$ cat config.mk
export PLATFORM = sky130hd
export DESIGN_NAME = loopdiag_ctrl
export DESIGN_NICKNAME = d
export VERILOG_FILES = /design/src/loopdiag_pkg.sv /design/src/loopdiag_ctrl.sv
export SDC_FILE = /design/constraint.sdc
export NUM_CORES = 1
export LEC_CHECK = 0
export ABC_AREA = 1
export BUFFER_PORTS_ARGS = -buffer_cell sky130_fd_sc_hd__buf_2
export CORE_ASPECT_RATIO = 1.2
export CORE_UTILIZATION = 40
export DETAILED_ROUTE_END_ITERATION = 10
export PLACE_DENSITY = 0.64
export SYNTH_ARGS = -nofsm -noshare
export SYNTH_HDL_FRONTEND = slang
export SYNTH_SLANG_ARGS = --single-unit
$ cat constraint.sdc
create_clock -name i_clk -period 3.55 [get_ports i_clk]
set_input_delay 0.71 -clock i_clk [delete_from_list [all_inputs] [get_ports i_clk]]
set_output_delay 0.71 -clock i_clk [all_outputs]
set_load 0.01 [all_outputs]
$ cat src/loopdiag_pkg.sv
// shared types and constants for the loopback diagnostics controller
package loopdiag_pkg;

    // terminal commands after parsing
    typedef enum logic [3:0] {
        CMD_NONE                    = 4'h0,
        CMD_STOP_TEST               = 4'h1,
        CMD_LOCAL_ANALOG_ECHO       = 4'h2,
        CMD_LOCAL_DIGITAL_ECHO      = 4'h3,
        CMD_REMOTE_DIGITAL_ECHO     = 4'h4,
        CMD_REMOTE_PATTERN_TEST     = 4'h5,
        CMD_LOCAL_PATTERN_TEST      = 4'h6,
        CMD_ACCEPT_REMOTE_LOOP      = 4'h7,
        CMD_IGNORE_REMOTE_LOOP      = 4'h8,
        CMD_HANG_UP                 = 4'h9,
        CMD_POWER_UP_TEST           = 4'ha
    } cmd_e;

    typedef enum logic [1:0] {
        CONN_NORMAL   = 2'h0,
        CONN_DIRECT   = 2'h1,
        CONN_RELIABLE = 2'h2,
        CONN_AUTO     = 2'h3
    } conn_mode_e;

    // which loopback is running
    typedef enum logic [2:0] {
        TK_LOCAL_ANALOG_ECHO   = 3'h0,
        TK_LOCAL_PATTERN       = 3'h1,
        TK_REMOTE_DIGITAL_ECHO = 3'h2,
        TK_REMOTE_PATTERN      = 3'h3,
        TK_LOCAL_DIGITAL_ECHO  = 3'h4,
        TK_SERVE_REMOTE        = 3'h5
    } test_kind_e;

    typedef struct packed {
        logic       connected;
        conn_mode_e mode;
        logic [14:0] bps;
        logic       fsk_hdx;
    } link_s;

    typedef struct packed {
        logic       valid;
        logic [7:0] data;
    } char_s;

    typedef struct packed {
        logic       valid;
        logic [3:0] hundreds;
        logic [3:0] tens;
        logic [3:0] ones;
        logic       ok;
    } report_s;

    localparam logic [14:0] MIN_LOOP_BPS  = 15'd1200;
    localparam logic [3:0]  BCD_TOP_DIGIT = 4'h9;
    localparam logic [7:0]  LFSR_SEED     = 8'h01;
    localparam logic [7:0]  LFSR_TAPS     = 8'hb8;
    localparam logic [2:0]  CHECK_FIRST   = 3'b001;
    localparam int          CHECK_PROGRAM = 0;
    localparam int          CHECK_RAM     = 1;
    localparam int          CHECK_PARTS   = 2;
    localparam longint      SECOND_NS     = 64'd1000000000;
    localparam longint      CLK_PERIOD_NS = 64'd10;
    localparam int          SEC_CYCLES    = int'(SECOND_NS / CLK_PERIOD_NS);

endpackage
$ cat src/loopdiag_ctrl.sv
// self-check and loopback test controller
`timescale 1ns/1ps
`default_nettype none

// Notes on behaviour
// - loopback tests start only in normal or direct connection mode
// - loopback tests need 1200 bps or more, never FSK or half duplex
// - self-check of program checksum, RAM, parts at reset and on command
// - local pattern test loops generated pattern through analog path, checks it
// - silent terminal during pattern test; then three-digit error count and ok
// - test ends on timer expiry, stop command, or hang-up which drops line
// - local analog echo returns terminal characters to terminal unchanged
// - remote pattern test, when connected, sends pattern and checks remote echo
// - remote digital echo forwards terminal to line and line to terminal
// - local digital echo returns line data to line, nothing to terminal
// - zero duration disables the test timer
// - duration 1 to 255 seconds ends test after that many seconds
// - remote loop requests honoured when accepted, ignored when ignored
module loopdiag_ctrl #(
    parameter int SEC_CYCLES_P = loopdiag_pkg::SEC_CYCLES
) (
    // clock and reset
    input  wire logic                  i_clk,
    input  wire logic                  i_rst,
    // command port
    input  wire logic                  i_cmd_valid,
    input  wire loopdiag_pkg::cmd_e    i_cmd,
    input  wire logic [7:0]            i_test_duration_setting,
    // connection state
    input  wire loopdiag_pkg::link_s   i_link,
    input  wire logic                  i_rmt_loop_req,
    input  wire logic                  i_rmt_loop_end,
    // self-check engine
    input  wire logic                  i_check_done,
    input  wire logic                  i_check_pass,
    output logic [2:0]                 o_check_sel,
    output logic                       o_selfcheck_done,
    output logic                       o_selfcheck_ok,
    // character streams
    input  wire loopdiag_pkg::char_s   i_term_rx,
    input  wire loopdiag_pkg::char_s   i_line_rx,
    input  wire logic                  i_line_tx_ready,
    output loopdiag_pkg::char_s        o_term_tx,
    output loopdiag_pkg::char_s        o_line_tx,
    // status
    output logic                       o_test_active,
    output logic                       o_analog_loop,
    output logic                       o_remote_loop_ask,
    output logic                       o_refused,
    output logic                       o_hang_up,
    output loopdiag_pkg::report_s      o_report
);
    import loopdiag_pkg::*;

    typedef enum logic [2:0] {
        ST_SELF = 3'b001,
        ST_IDLE = 3'b010,
        ST_TEST = 3'b100
    } state_e;

    localparam logic [31:0] SEC_LAST = 32'(SEC_CYCLES_P - 1);

    state_e      state_q,    state_d;
    test_kind_e  kind_q,     kind_d;
    logic [2:0]  check_q,    check_d;
    logic        chk_fail_q, chk_fail_d;
    logic        accept_q,   accept_d;
    logic [31:0] tick_q,     tick_d;
    logic [7:0]  secs_q,     secs_d;
    logic [7:0]  dur_q,      dur_d;
    logic [7:0]  tx_lfsr_q,  tx_lfsr_d;
    logic [7:0]  rx_lfsr_q,  rx_lfsr_d;
    logic [11:0] errs_q,     errs_d;
    char_s       term_tx_q,  term_tx_d;
    char_s       line_tx_q,  line_tx_d;
    logic        done_q,     done_d;
    logic        ok_q,       ok_d;
    logic        refused_q,  refused_d;
    logic        hang_q,     hang_d;
    report_s     report_q,   report_d;

    logic        loop_allowed;
    logic        is_pattern;
    logic        end_test;

    function automatic logic [7:0] lfsr_next(input logic [7:0] v);
        lfsr_next = v[0] ? ((v >> 1) ^ LFSR_TAPS) : (v >> 1);
    endfunction

    // three bcd digits, stick at 999 rather than wrap
    function automatic logic [11:0] bcd_inc(input logic [11:0] v);
        logic [11:0] r;
        r = v;
        if (v != {BCD_TOP_DIGIT, BCD_TOP_DIGIT, BCD_TOP_DIGIT}) begin
            if (v[3:0] != BCD_TOP_DIGIT) begin
                r[3:0] = v[3:0] + 4'h1;
            end else if (v[7:4] != BCD_TOP_DIGIT) begin
                r[3:0] = 4'h0;
                r[7:4] = v[7:4] + 4'h1;
            end else begin
                r[7:0]  = 8'h00;
                r[11:8] = v[11:8] + 4'h1;
            end
        end
        bcd_inc = r;
    endfunction

    always_comb begin
        loop_allowed = i_link.connected
                     && (i_link.mode == CONN_NORMAL || i_link.mode == CONN_DIRECT)
                     && (i_link.bps >= MIN_LOOP_BPS) && !i_link.fsk_hdx;
        is_pattern = (kind_q == TK_LOCAL_PATTERN) || (kind_q == TK_REMOTE_PATTERN);
        end_test = 1'b0;

        state_d    = state_q;
        kind_d     = kind_q;
        check_d    = check_q;
        chk_fail_d = chk_fail_q;
        accept_d   = accept_q;
        tick_d     = tick_q;
        secs_d     = secs_q;
        dur_d      = dur_q;
        tx_lfsr_d  = tx_lfsr_q;
        rx_lfsr_d  = rx_lfsr_q;
        errs_d     = errs_q;
        term_tx_d  = '0;
        line_tx_d  = '0;
        done_d     = 1'b0;
        ok_d       = ok_q;
        refused_d  = 1'b0;
        hang_d     = 1'b0;
        report_d   = '0;

        if (i_cmd_valid && i_cmd == CMD_ACCEPT_REMOTE_LOOP) begin
            accept_d = 1'b1;
        end else if (i_cmd_valid && i_cmd == CMD_IGNORE_REMOTE_LOOP) begin
            accept_d = 1'b0;
        end
        if (i_cmd_valid && i_cmd == CMD_HANG_UP) begin
            hang_d = 1'b1;
        end

        unique case (state_q)
            ST_SELF: begin
                if (i_check_done) begin
                    chk_fail_d = chk_fail_q | !i_check_pass;
                    check_d    = {check_q[1:0], 1'b0};
                    if (check_q[CHECK_PARTS]) begin
                        state_d = ST_IDLE;
                        done_d  = 1'b1;
                        ok_d    = !(chk_fail_q | !i_check_pass);
                    end
                end
            end
            ST_IDLE: begin
                tick_d    = '0;
                secs_d    = '0;
                dur_d     = i_test_duration_setting;
                errs_d    = '0;
                tx_lfsr_d = LFSR_SEED;
                rx_lfsr_d = LFSR_SEED;
                if (i_cmd_valid) begin
                    state_d = ST_TEST;
                    unique case (i_cmd)
                        CMD_LOCAL_ANALOG_ECHO:   kind_d = TK_LOCAL_ANALOG_ECHO;
                        CMD_LOCAL_PATTERN_TEST:  kind_d = TK_LOCAL_PATTERN;
                        CMD_REMOTE_DIGITAL_ECHO: kind_d = TK_REMOTE_DIGITAL_ECHO;
                        CMD_REMOTE_PATTERN_TEST: kind_d = TK_REMOTE_PATTERN;
                        CMD_LOCAL_DIGITAL_ECHO:  kind_d = TK_LOCAL_DIGITAL_ECHO;
                        default:                 state_d = ST_IDLE;
                    endcase
                    if (i_cmd == CMD_POWER_UP_TEST) begin
                        state_d    = ST_SELF;
                        check_d    = CHECK_FIRST;
                        chk_fail_d = 1'b0;
                    end else if (state_d == ST_TEST && !loop_allowed) begin
                        state_d   = ST_IDLE;
                        refused_d = 1'b1;
                    end
                end else if (i_rmt_loop_req && accept_q && loop_allowed) begin
                    state_d = ST_TEST;
                    kind_d  = TK_SERVE_REMOTE;
                end
            end
            ST_TEST: begin
                // second ticker only runs when a duration is set
                if (dur_q != 8'h00) begin
                    tick_d = (tick_q == SEC_LAST) ? '0 : tick_q + 32'd1;
                    if (tick_q == SEC_LAST) begin
                        secs_d = secs_q + 8'h01;
                        if (secs_q + 8'h01 == dur_q) begin
                            end_test = 1'b1;
                        end
                    end
                end
                if (i_cmd_valid && (i_cmd == CMD_STOP_TEST || i_cmd == CMD_HANG_UP)) begin
                    end_test = 1'b1;
                end
                if (kind_q == TK_SERVE_REMOTE && i_rmt_loop_end) begin
                    end_test = 1'b1;
                end

                unique case (kind_q)
                    TK_LOCAL_ANALOG_ECHO: begin
                        term_tx_d = i_term_rx;
                    end
                    TK_REMOTE_DIGITAL_ECHO: begin
                        line_tx_d = i_term_rx;
                        term_tx_d = i_line_rx;
                    end
                    TK_LOCAL_DIGITAL_ECHO, TK_SERVE_REMOTE: begin
                        line_tx_d = i_line_rx;
                    end
                    TK_LOCAL_PATTERN, TK_REMOTE_PATTERN: begin
                        // terminal stays silent, pattern paced by line readiness
                        if (i_line_tx_ready && !end_test) begin
                            line_tx_d = '{valid: 1'b1, data: tx_lfsr_q};
                            tx_lfsr_d = lfsr_next(tx_lfsr_q);
                        end
                        if (i_line_rx.valid) begin
                            rx_lfsr_d = lfsr_next(rx_lfsr_q);
                            if (i_line_rx.data != rx_lfsr_q) begin
                                errs_d = bcd_inc(errs_q);
                            end
                        end
                    end
                    default: begin
                        end_test = 1'b1;
                    end
                endcase

                if (end_test) begin
                    state_d   = ST_IDLE;
                    line_tx_d = '0;
                    term_tx_d = '0;
                    if (is_pattern) begin
                        report_d = '{valid: 1'b1, hundreds: errs_d[11:8],
                                     tens: errs_d[7:4], ones: errs_d[3:0], ok: 1'b1};
                    end
                end
            end
            default: begin
                state_d = ST_IDLE;
            end
        endcase
    end

    always_ff @(posedge i_clk) begin
        if (i_rst) begin
            state_q    <= ST_SELF;
            kind_q     <= TK_LOCAL_ANALOG_ECHO;
            check_q    <= CHECK_FIRST;
            chk_fail_q <= 1'b0;
            accept_q   <= 1'b0;
            tick_q     <= '0;
            secs_q     <= '0;
            dur_q      <= '0;
            tx_lfsr_q  <= LFSR_SEED;
            rx_lfsr_q  <= LFSR_SEED;
            errs_q     <= '0;
            term_tx_q  <= '0;
            line_tx_q  <= '0;
            done_q     <= 1'b0;
            ok_q       <= 1'b0;
            refused_q  <= 1'b0;
            hang_q     <= 1'b0;
            report_q   <= '0;
        end else begin
            state_q    <= state_d;
            kind_q     <= kind_d;
            check_q    <= check_d;
            chk_fail_q <= chk_fail_d;
            accept_q   <= accept_d;
            tick_q     <= tick_d;
            secs_q     <= secs_d;
            dur_q      <= dur_d;
            tx_lfsr_q  <= tx_lfsr_d;
            rx_lfsr_q  <= rx_lfsr_d;
            errs_q     <= errs_d;
            term_tx_q  <= term_tx_d;
            line_tx_q  <= line_tx_d;
            done_q     <= done_d;
            ok_q       <= ok_d;
            refused_q  <= refused_d;
            hang_q     <= hang_d;
            report_q   <= report_d;
        end
    end

    assign o_check_sel       = (state_q == ST_SELF) ? check_q : 3'b000;
    assign o_selfcheck_done  = done_q;
    assign o_selfcheck_ok    = ok_q;
    assign o_term_tx         = term_tx_q;
    assign o_line_tx         = line_tx_q;
    assign o_test_active     = (state_q == ST_TEST);
    assign o_analog_loop     = (state_q == ST_TEST) && (kind_q == TK_LOCAL_ANALOG_ECHO
                                                     || kind_q == TK_LOCAL_PATTERN);
    assign o_remote_loop_ask = (state_q == ST_TEST) && (kind_q == TK_REMOTE_DIGITAL_ECHO
                                                     || kind_q == TK_REMOTE_PATTERN);
    assign o_refused         = refused_q;
    assign o_hang_up         = hang_q;
    assign o_report          = report_q;

    a_refuse_bad_mode: assert property (@(posedge i_clk) disable iff (i_rst)
        (state_q == ST_IDLE && i_cmd_valid && i_cmd == CMD_LOCAL_PATTERN_TEST
         && !(i_link.mode == CONN_NORMAL || i_link.mode == CONN_DIRECT))
        |=> o_refused && state_q == ST_IDLE)
        else $error("loop test started outside normal or direct mode");

    a_refuse_slow_rate: assert property (@(posedge i_clk) disable iff (i_rst)
        (state_q == ST_IDLE && i_cmd_valid && i_cmd == CMD_LOCAL_DIGITAL_ECHO
         && (i_link.bps < MIN_LOOP_BPS || i_link.fsk_hdx)) |=> !o_test_active)
        else $error("loop test started at low speed");

    a_selfcheck_power: assert property (@(posedge i_clk)
        $fell(i_rst) |-> o_check_sel == CHECK_FIRST)
        else $error("self-check not running after reset");

    a_silent_pattern: assert property (@(posedge i_clk) disable iff (i_rst)
        (o_test_active && $past(is_pattern) && is_pattern) |-> !o_term_tx.valid)
        else $error("terminal output during pattern test");

    a_stop_ends_test: assert property (@(posedge i_clk) disable iff (i_rst)
        (state_q == ST_TEST && i_cmd_valid && i_cmd == CMD_STOP_TEST)
        |=> !o_test_active ##0 (o_report.valid == $past(is_pattern)))
        else $error("stop command did not end test");

    a_analog_echo: assert property (@(posedge i_clk) disable iff (i_rst)
        (state_q == ST_TEST && kind_q == TK_LOCAL_ANALOG_ECHO && !end_test)
        |=> o_term_tx == $past(i_term_rx))
        else $error("local analog echo altered data");

    a_digital_echo: assert property (@(posedge i_clk) disable iff (i_rst)
        (state_q == ST_TEST && kind_q == TK_LOCAL_DIGITAL_ECHO && !end_test)
        |=> o_line_tx == $past(i_line_rx) && !o_term_tx.valid)
        else $error("local digital echo wrong");

    a_no_timer_zero: assert property (@(posedge i_clk) disable iff (i_rst)
        (state_q == ST_TEST && dur_q == 8'h00) |-> tick_q == '0)
        else $error("timer running with zero duration");

    a_errs_saturate: assert property (@(posedge i_clk) disable iff (i_rst)
        (errs_q == 12'h999 && state_q == ST_TEST) |=> errs_q == 12'h999)
        else $error("error count passed 999");

    a_ignore_remote: assert property (@(posedge i_clk) disable iff (i_rst)
        (state_q == ST_IDLE && !accept_q && !i_cmd_valid && i_rmt_loop_req) |=> !o_test_active)
        else $error("remote loop request honoured while ignored");

endmodule // loopdiag_ctrl

`default_nettype wire

==> impl_metrics.env, run 1 <==
export IMPL_tightest_slew_ps=1020
export IMPL_ys_seq_area_share_pct=39.3
export IMPL_die_area_um2=16100
export IMPL_die_w_um=116
export IMPL_fin_worst_skew_ps=13.0
export IMPL_clockBufferDepth=2
export IMPL_crit_arrival_ps=1740
export IMPL_gp_congestion=0.886
export IMPL_synth_main_ff_cell="dfxtp_1"
export IMPL_synth_cells=892
export IMPL_routed_via_density=5.00
export IMPL_cts_buffers_inserted=17
export IMPL_pwr_share_clk_pct=41.7
export IMPL_wl_per_cell_um=12.9
export IMPL_fin_crit_ps=2450
export IMPL_p_seq_share_pct=39.0
export IMPL_grt_max_degree=30
export IMPL_muxShareOfSynthArea_pct=0
export IMPL_die_y_um=139
export IMPL_yosys_area_top_type="dfxtp_1"
export IMPL_startpoint_type="flop"
export IMPL_wl_um=15500
export IMPL_switching_power_mw=1.27
export IMPL_clk_pin_slew_worst_paths_ps=60
export IMPL_netlist_top_cells_area="dfxtp_1 (39%), nand2_1 (11%), nor2_1 (6.6%), inv_1 (6.0%), nand3_1 (5.9%)"
export IMPL_cts_resized=0
export IMPL_path_class="reg2out"
export IMPL_ys_ff_latch=122
export IMPL_core_area_um2=15100
export IMPL_grt_pass1_vias=5587
export IMPL_switching_share_pct=31.9
export IMPL_ios=99
export IMPL_reg2reg_depth=12
export IMPL_start_util_pct=41.2
export IMPL_postCtsSetupBuffers=0
export IMPL_synth_distinct_cells=48
export IMPL_layout_nets=1047
export IMPL_maxCapViolCount=0
export IMPL_synth_top_area_share_pct=39.3
export IMPL_vias=6015
export IMPL_grt_first_pass_wirelength_um=26000
export IMPL_drc=0
export IMPL_area_delta_synth_final_pct=19.7
export IMPL_cts_htree_levels=4
export IMPL_cts_hold_fix_buffers=0
export IMPL_cts_root_buf="clkbuf_16"
export IMPL_antenna_found_initial=0
export IMPL_period_share_pct=69.0
export IMPL_synth_nets=953
export IMPL_holdPathStages=2
export IMPL_cts_sinks=122
export IMPL_synthArstFlopShare_pct=0
export IMPL_vdd_drop_max_v=0.000277
export IMPL_cp_required_ps=2840
export IMPL_p_total_mw=3.99
export IMPL_setup_viol=0
export IMPL_ys_warn_count=0
export IMPL_drive_gt1_share_pct=17.6
export IMPL_drt_initial_drc_count=296
export IMPL_cts_tree="done"
export IMPL_cp_max_fo=16
export IMPL_whs_ps=459
export IMPL_synth_xor_area_share_pct=3.52
export IMPL_fmax_mhz=409
export IMPL_drtAntennaViolNets=0
export IMPL_synth_area_per_cell_um2=6.97
export IMPL_dp_hpwl_um=11400
export IMPL_grtUsageTotal_pct=20.3
export IMPL_synth_adder_area_share_pct=0.805
export IMPL_power_density_nw_per_um2=536
export IMPL_io_buffer_count=93
export IMPL_status="finished, final reports clean"
export IMPL_num_antenna_cells=0
export IMPL_fin_util_pct=49.4
export IMPL_yosysMostFrequentCell="nand2_1"
export IMPL_worstHoldPathType="reg2reg"
export IMPL_synthSimpleGateAreaFrac_pct=33.9
export IMPL_synth_area_um2=6220
export IMPL_fin_setup_tns_ps=0
export IMPL_synth_compound_area_share_pct=14.0
export IMPL_synth_edf_count=0
export IMPL_rows=49
export IMPL_internal_power_mw=2.72
export IMPL_overflow=0
export IMPL_synth_top_family_by_area="simple AND/OR/NAND/NOR gates"
export IMPL_relSlewSlack_pct=31.7
export IMPL_p_leak_nw=3.02
export IMPL_rsz0062_at_grt="no"
export IMPL_dr_pass1_iters=5
export IMPL_end_kind="output port"
export IMPL_maxSlewViolCount=0
export IMPL_synthTopCellsByCount="nand2_1 (184), dfxtp_1 (122), nor2_1 (110)"
export IMPL_clock_latency_ps=410
export IMPL_comb_power_share_pct=19.4
export IMPL_hold_viol_final=0
## state kept, by name, summed over array words and instances (netlist names), 3 cells and up
signal and count:
tick_q 32, state_q 3, errs_q 12, secs_q 8, tx_lfsr_q 8, check_q 3
o_line_tx 9, o_term_tx 9, o_report 13, kind_q 3, rx_lfsr_q 8, dur_q 8
## cells by family after synthesis
logic type      after synthesis
flops                       122
xor+xnor                     25
fa+ha+maj                     4
simple gates                459
buf+inv                     132
compound gates              150
## worst paths after layout
| path | startpoint | endpoint | slack, ps |
|---|---|---|---|
| setup / recovery | state_q[2]$_SDFFE_PP0P_ | o_remote_loop_ask | 1100 |
| hold / removal | chk_fail_q$_SDFFE_PP0P_ | chk_fail_q$_SDFFE_PP0P_ | 460 |
| setup reg to reg | tick_q[0]$_SDFFE_PP0P_ | tick_q[19]$_SDFFE_PP0P_ | 1230 |
| hold reg to reg | chk_fail_q$_SDFFE_PP0P_ | chk_fail_q$_SDFFE_PP0P_ | 460 |
## cell type report
class                      count  area (um^2)
tap                          204          255
clock buffer                  19          453
multi-input combinational    638         3250
fill                        1556         7640
timing repair buffer         101          526
clock inverter                12          118
sequential                   122         2440
inverter                     106          399
## layer usage
metal  GRT usage (%)  vias to the layer above  routed length [um]
met2            33.2                      146                7450
met4            6.21                        0                 268
met5               0                        -                   0
met3            5.03                       21                 619
met1            26.1                     2706                7190
li1                -                     3142                   -
## worst max-delay path, cell delays in order (launching register included)
cell	delay, ps
dfxtp_1	360
inv_1	90
nor3_4	120
buf_4	250
inv_2	170
nor3_1	170
buf_2	160
## stage by stage
stage                     std cells  instance area [um^2]  worst slack [ps]
after floorplan                 892                  6220              1650
after global placement         1171                  6870              1250
after detailed placement       1171                  6870              1220
after CTS                      1202                  7440              1110
after global routing           1202                  7440               994
final                          1202                  7440              1100
## power by group through the flow
| stage | registers [mW] | logic [mW] | clock network (mW) |
|---|---|---|---|
| 5_1_grt | 1.57 | 0.876 | 1.75 |
| 4_1_cts | 1.55 | 0.782 | 1.68 |
| 3_3_place_gp | 1.58 | 0.772 | 0 |
| 2_1_floorplan | 1.56 | 0.567 | 0 |
| 6_report | 1.56 | 0.774 | 1.66 |
| 3_5_place_dp | 1.58 | 0.775 | 0 |
## cells in the final DEF (no fill, tap or decap), drive strengths merged, types with 2 or more instances in the layout
cell type  Yosys  final
nand2        188    188
clkbuf        12     19
nor4           3      3
a211oi         5      5
xnor2          7      7
o211ai         3      3
clkinv         2      6
o21a           2      2
ha             4      4
nand4         34     34
inv          104    107
o22ai          3      3
nor3          26     26
nor2         124    124
or2            3      3
a22oi          9      9
nor3b          3      3
a31oi         11     11
buf           14    101
clkinvlp       0      4
dfxtp        122    122
xor2          18     18
a21oi         82     82
nand3         76     76
o21ai         29     29
Note: power is estimated with default switching activity, not from simulation.
==> inputs of run 2 (changes only) <==
--- a/config.mk
+++ b/config.mk
@@ -10,7 +10,7 @@
 export CORE_ASPECT_RATIO = 1.2
 export CORE_UTILIZATION = 40
 export DETAILED_ROUTE_END_ITERATION = 10
-export PLACE_DENSITY = 0.64
+export PLACE_DENSITY = 0.66
 export SYNTH_ARGS = -nofsm -noshare
 export SYNTH_HDL_FRONTEND = slang
 export SYNTH_SLANG_ARGS = --single-unit
==> constraint.sdc (replaced) <==
create_clock -name i_clk -period 2.05 [get_ports i_clk]
set_input_delay 0.41 -clock i_clk [delete_from_list [all_inputs] [get_ports i_clk]]
set_output_delay 0.41 -clock i_clk [all_outputs]
set_load 0.01 [all_outputs]
==> run 2 against run 1 <==
Effect of this change:
- worst setup slack lost 1000 ps
- clock skew down 4.5 ps
- clock power rose by 74%
- largest power group unchanged
==> impl_metrics.env, run 2 (synthesis gave the netlist of run 1 again) <==
export IMPL_layout_nets=1102
export IMPL_switching_share_pct=31.2
export IMPL_cts_root_buf="clkbuf_16"
export IMPL_cts_hold_fix_buffers=0
export IMPL_p_leak_nw=3.36
export IMPL_switching_power_mw=2.22
export IMPL_dp_hpwl_um=11900
export IMPL_drc=0
export IMPL_num_antenna_cells=0
export IMPL_die_area_um2=16100
export IMPL_grt_pass1_vias=5989
export IMPL_p_seq_share_pct=37.7
export IMPL_clockBufferDepth=2
export IMPL_cts_htree_levels=4
export IMPL_grt_first_pass_wirelength_um=27100
export IMPL_fmax_mhz=506
export IMPL_maxCapViolCount=0
export IMPL_drt_initial_drc_count=242
export IMPL_grtUsageTotal_pct=21.4
export IMPL_drtAntennaViolNets=0
export IMPL_largest_reg_flops=32
export IMPL_worstReg2RegEnd="tick_q[30]$_SDFFE_PP0P_"
export IMPL_comb_power_share_pct=21.8
export IMPL_area_delta_synth_final_pct=29.9
export IMPL_end_kind="flop"
export IMPL_power_density_nw_per_um2=882
export IMPL_wl_per_cell_um=13.0
export IMPL_relSlewSlack_pct=65.5
export IMPL_die_w_um=116
export IMPL_antenna_found_initial=0
export IMPL_dp_slack_ps=-43.6
export IMPL_rsz0062_at_grt="yes"
export IMPL_startpoint_type="flop"
export IMPL_start_util_pct=41.2
export IMPL_internal_power_mw=4.91
export IMPL_cts_buffers_inserted=17
export IMPL_pwr_share_clk_pct=40.5
export IMPL_layout_common_cells="nand2_1 (178), dfxtp_1 (110), nor2_1 (101)"
export IMPL_die_y_um=139
export IMPL_vias=6320
export IMPL_overflow=0
export IMPL_cts_tree="done"
export IMPL_drive_gt1_share_pct=25.7
export IMPL_core_area_um2=15100
export IMPL_setup_viol=0
export IMPL_vdd_drop_max_v=0.000577
export IMPL_whs_ps=263
export IMPL_fin_setup_tns_ps=0
export IMPL_fin_worst_skew_ps=8.53
export IMPL_hp_start="i_check_pass"
export IMPL_reg2reg_depth=12
export IMPL_cp_required_ps=2360
export IMPL_maxSlewViolCount=0
export IMPL_holdPathEnd="chk_fail_q$_SDFFE_PP0P_"
export IMPL_grt_max_degree=20
export IMPL_tightest_slew_ps=516
export IMPL_mostFrequentLayoutCell="nand2_1"
export IMPL_crit_arrival_ps=2290
export IMPL_gp_congestion=0.873
export IMPL_status="finished, final reports clean"
export IMPL_io_buffer_count=93
export IMPL_routed_via_density=5.02
export IMPL_ios=99
export IMPL_holdPathStages=4
export IMPL_period_share_pct=96.4
export IMPL_fin_crit_ps=1980
export IMPL_clk_pin_slew_worst_paths_ps=60
export IMPL_clock_latency_ps=420
export IMPL_worstHoldPathType="in2reg"
export IMPL_cp_max_fo=3
export IMPL_hold_viol_final=0
export IMPL_fin_ws_ps=74.5
export IMPL_top_register="tick_q"
export IMPL_cts_sinks=122
export IMPL_rrSetupSlack_ps=70
export IMPL_path_class="reg2reg"
export IMPL_wl_um=16300
export IMPL_dr_pass1_iters=5
export IMPL_rows=49
export IMPL_r2r_start="tick_q[1]$_SDFFE_PP0P_"
==> run 2: cell count changes in the layout (fill, tap and decap cells not counted), moves of 6 or more <==
cell,previous run,this run
nand3_1,73,67
nor2_1,110,101
dfxtp_2,0,10
buf_4,8,57
dfxtp_1,122,110
nand2_1,184,178
==> run 2: cell type report <==
type | count | area [um^2]
Fill cell | 1537 | 7000
Inverter | 106 | 400
Sequential cell | 122 | 2460
Clock inverter | 10 | 91.3
Multi-Input combinational cell | 638 | 3400
Timing Repair Buffer | 156 | 987
Clock buffer | 22 | 484
Tap cell | 204 | 255
==> run 2: critical path, cell delays in order (launching register included) <==
cell and delay [ps]:
dfxtp_2 350, ha_4 160, nand3_4 80, nor2_4 120, buf_4 120, inv_1 60, nor3_2 200, inv_1 90
nor2_2 140, nand4_1 180, nor2_1 180, xnor2_1 130, nor2_1 50
==> run 2: per-stage QoR <==
| step | utilization (%) | std cells | instance area (um^2) | power [mW] |
|---|---|---|---|---|
| floorplan | - | 892 | 6220 | 3.67 |
| global placement | 47.9 | 1215 | 7230 | 4.17 |
| detailed placement | 47.9 | 1215 | 7230 | 4.19 |
| CTS | 52.1 | 1250 | 7850 | 7.13 |
| global route | 53.6 | 1258 | 8080 | 7.52 |
| finish | 53.6 | 1258 | 8080 | 7.13 |
==> run 2: power groups by stage <==
stage                     Combinational (mW)  Sequential, mW  Clock, mW
after global placement                  1.46            2.71          0
after CTS                               1.50            2.67       2.96
after floorplan                        0.981            2.69          0
after global routing                    1.75            2.71       3.06
after detailed placement                1.47            2.71          0
final                                   1.55            2.69       2.89
==> run 2: repair_timing <==
action | in CTS | in global routing
endpoints found under the hold margin | 0 | 0
gates resized for setup | 4 | 50
setup endpoints to repair | 40 | 80
buffers inserted | 3 | 8
pin swaps | 3 | 17
==> run 2: worst max path at each step <==
stage | start | endpoint | slack (ps) | cells past startpoint
floorplan | secs_q[0]$_SDFFE_PP0P_ | o_line_tx[4]$_SDFF_PP0_ | 220 | 13
global placement | secs_q[0]$_SDFFE_PP0P_ | tx_lfsr_q[6]$_SDFFE_PP0P_ | -40 | 13
detailed placement | secs_q[0]$_SDFFE_PP0P_ | o_line_tx[2]$_SDFF_PP0_ | -40 | 13
CTS | secs_q[1]$_SDFFE_PP0P_ | o_report[5]$_SDFF_PP0_ | 0.07 | 15
global route | tick_q[1]$_SDFFE_PP0P_ | tick_q[30]$_SDFFE_PP0P_ | -50 | 12
finish | tick_q[1]$_SDFFE_PP0P_ | tick_q[30]$_SDFFE_PP0P_ | 70 | 12
==> run 2: layer usage <==
| metal | vias up | track usage (%) | routed length, um |
|---|---|---|---|
| met2 | 167 | 35.7 | 7990 |
| met5 | - | 0 | 0 |
| met1 | 2856 | 26.0 | 7080 |
| met4 | 0 | 10.7 | 522 |
| li1 | 3251 | - | - |
| met3 | 46 | 3.89 | 700 |
==> inputs of run 3 (changes only) <==
--- a/config.mk
+++ b/config.mk
@@ -7,10 +7,11 @@
 export LEC_CHECK = 0
 export ABC_AREA = 1
 export BUFFER_PORTS_ARGS = -buffer_cell sky130_fd_sc_hd__buf_2
+export CAP_MARGIN = 5
 export CORE_ASPECT_RATIO = 1.2
 export CORE_UTILIZATION = 40
 export DETAILED_ROUTE_END_ITERATION = 10
-export PLACE_DENSITY = 0.66
+export PLACE_DENSITY = 0.72
 export SYNTH_ARGS = -nofsm -noshare
 export SYNTH_HDL_FRONTEND = slang
 export SYNTH_SLANG_ARGS = --single-unit
==> run 3 against run 2 <==
Effect of this change:
- sequential power about the same
- power increased by 2.3%
- routed wire length is 0.99% higher
- maximum frequency fell by 0.17%
- first-iteration DRC count grew 9.1%
- critical path depth grew 2
- utilization rose by 0.25 points
- worst setup slack got worse by 3.3 ps
- global-route usage is essentially flat
- via count rose by 0.52%
- cell area is 0.46% higher
- critical path type unchanged
==> impl_metrics.env, run 3 (synthesis gave the netlist of run 1 again) <==
export IMPL_maxSlewViolCount=0
export IMPL_cts_sinks=122
export IMPL_period_share_pct=96.5
export IMPL_fin_setup_tns_ps=0
export IMPL_fin_crit_ps=1980
export IMPL_mostFrequentLayoutCell="nand2_1"
export IMPL_area_delta_synth_final_pct=30.5
export IMPL_layout_nets=1100
export IMPL_path_class="reg2reg"
export IMPL_hold_viol_final=0
export IMPL_comb_power_share_pct=22.1
export IMPL_drtAntennaViolNets=0
export IMPL_top_register="tick_q"
export IMPL_grt_max_degree=19
export IMPL_wl_um=16500
export IMPL_n_fill_cell=1470
export IMPL_num_antenna_cells=0
export IMPL_p_seq_share_pct=37.1
export IMPL_seq_area_um2=2460
export IMPL_crit_arrival_ps=2290
export IMPL_cts_buffers_inserted=17
export IMPL_grt_pass1_vias=6063
export IMPL_layout_common_cells="nand2_1 (169), dfxtp_1 (113), nor2_1 (102)"
export IMPL_multiInputGateArea_um2=3460
export IMPL_power_density_nw_per_um2=898
export IMPL_switching_share_pct=31.8
export IMPL_internal_power_mw=4.97
export IMPL_fmax_mhz=505
export IMPL_setup_viol=0
export IMPL_largest_reg_flops=32
export IMPL_status="finished, final reports clean"
export IMPL_grtUsageTotal_pct=21.4
export IMPL_rows=49
export IMPL_clk_pin_slew_worst_paths_ps=60
export IMPL_clockBufferDepth=2
export IMPL_switching_power_mw=2.32
export IMPL_overflow=0
export IMPL_ios=99
export IMPL_drive_gt1_share_pct=26.8
export IMPL_die_area_um2=16100
export IMPL_cp_max_fo=6
export IMPL_vdd_drop_max_v=0.000507
export IMPL_end_kind="flop"
export IMPL_placed_cell_area_um2=7210
export IMPL_io_buffer_count=93
export IMPL_vias=6353
export IMPL_drt_initial_drc_count=264
export IMPL_place_inst=1212
export IMPL_die_w_um=116
export IMPL_tightest_slew_ps=452
export IMPL_grt_first_pass_wirelength_um=27400
export IMPL_fin_util_pct=53.8
export IMPL_fin_worst_skew_ps=6.08
export IMPL_p_leak_nw=3.36
export IMPL_dr_pass1_iters=5
export IMPL_die_y_um=139
export IMPL_final_area_um2=8120
export IMPL_cts_root_buf="clkbuf_16"
export IMPL_rsz0062_at_grt="yes"
export IMPL_cts_htree_levels=4
export IMPL_cp_required_ps=2360
export IMPL_antenna_found_initial=0
export IMPL_p_total_mw=7.29
export IMPL_worstHoldPathType="in2reg"
export IMPL_instances_no_fill=1256
export IMPL_gp_congestion=0.892
export IMPL_core_area_um2=15100
export IMPL_cts_hold_fix_buffers=0
export IMPL_wl_per_cell_um=13.1
export IMPL_startpoint_type="flop"
export IMPL_drc=0
export IMPL_cts_tree="done"
export IMPL_clock_latency_ps=430
export IMPL_relSlewSlack_pct=69.7
export IMPL_start_util_pct=41.2
export IMPL_routed_via_density=5.06
export IMPL_dp_hpwl_um=11800
export IMPL_maxCapViolCount=0
export IMPL_pwr_share_clk_pct=40.8
-- run 3: changes by cell type in the layout (fill, tap and decap cells not counted), moves of 3 or more --
cell,delta
a21oi_2,+5
nand2_2,+8
clkbuf_8,-3
dfxtp_2,-3
buf_4,-3
a21oi_1,-6
nand2_1,-9
dfxtp_1,+3
-- run 3: through the flow --
stage,hold WS (ps),setup WS (ps)
floorplan,436,216
global placement,447,-21.5
detailed placement,451,-98.2
CTS,244,2.78
global route,274,-73.0
finish,249,71.2
-- run 3: worst max-delay path, stage by stage (launching register included) --
cell	delay [ps]
dfxtp_4	370
ha_4	150
nand2_4	60
nor2_4	150
buf_4	140
nand2_2	50
nand2_1	60
nand2_1	60
nand2_2	70
nand4_1	160
nor2_4	220
nor2_8	80
buf_4	160
nand4_1	80
nand3_1	70
-- run 3: path summary, 6_finish.rpt --
path | from | end | cells past startpoint | slack, ps
hold / removal | i_cmd_valid | o_hang_up$_SDFF_PP0_ | 3 | 250
setup / recovery | secs_q[0]$_SDFFE_PP0P_ | tx_lfsr_q[0]$_SDFFE_PP1P_ | 14 | 70
setup reg to reg | secs_q[0]$_SDFFE_PP0P_ | tx_lfsr_q[0]$_SDFFE_PP1P_ | 14 | 70
hold reg to reg | tick_q[20]$_SDFFE_PP0P_ | tick_q[20]$_SDFFE_PP0P_ | 1 | 440
-- run 3: cell type report --
cell class	instances	area share (%)
tap	204	3.14
inverter	106	4.93
sequential	122	30.3
multi-input combinational	639	42.6
clock inverter	13	1.77
clock buffer	19	5.46
timing repair buffer	153	11.8
-- run 3: per-layer routing --
metal / GRT usage, % / up-vias / routed length (um)
li1: - / 3255 / -
met1: 25.8 / 2901 / 7100
met2: 36.3 / 165 / 8190
met3: 4.37 / 32 / 777
met4: 9.18 / 0 / 383
met5: 0 / - / 0
-- run 3: power by group through the flow --
stage	logic [mW]	clock network [mW]	registers (mW)
after global placement	1.43	0	2.72
after CTS	1.48	3.01	2.67
after floorplan	0.981	0	2.69
final	1.61	2.98	2.71
after detailed placement	1.45	0	2.72
after global routing	1.80	3.11	2.73
-- run 3: timing repair --
action                     4_1_cts  5_1_grt
buffers inserted                 1       10
gates cloned                     1        0
setup endpoints to repair       40       62
gates resized for setup          5       65
pin swaps                        3       32
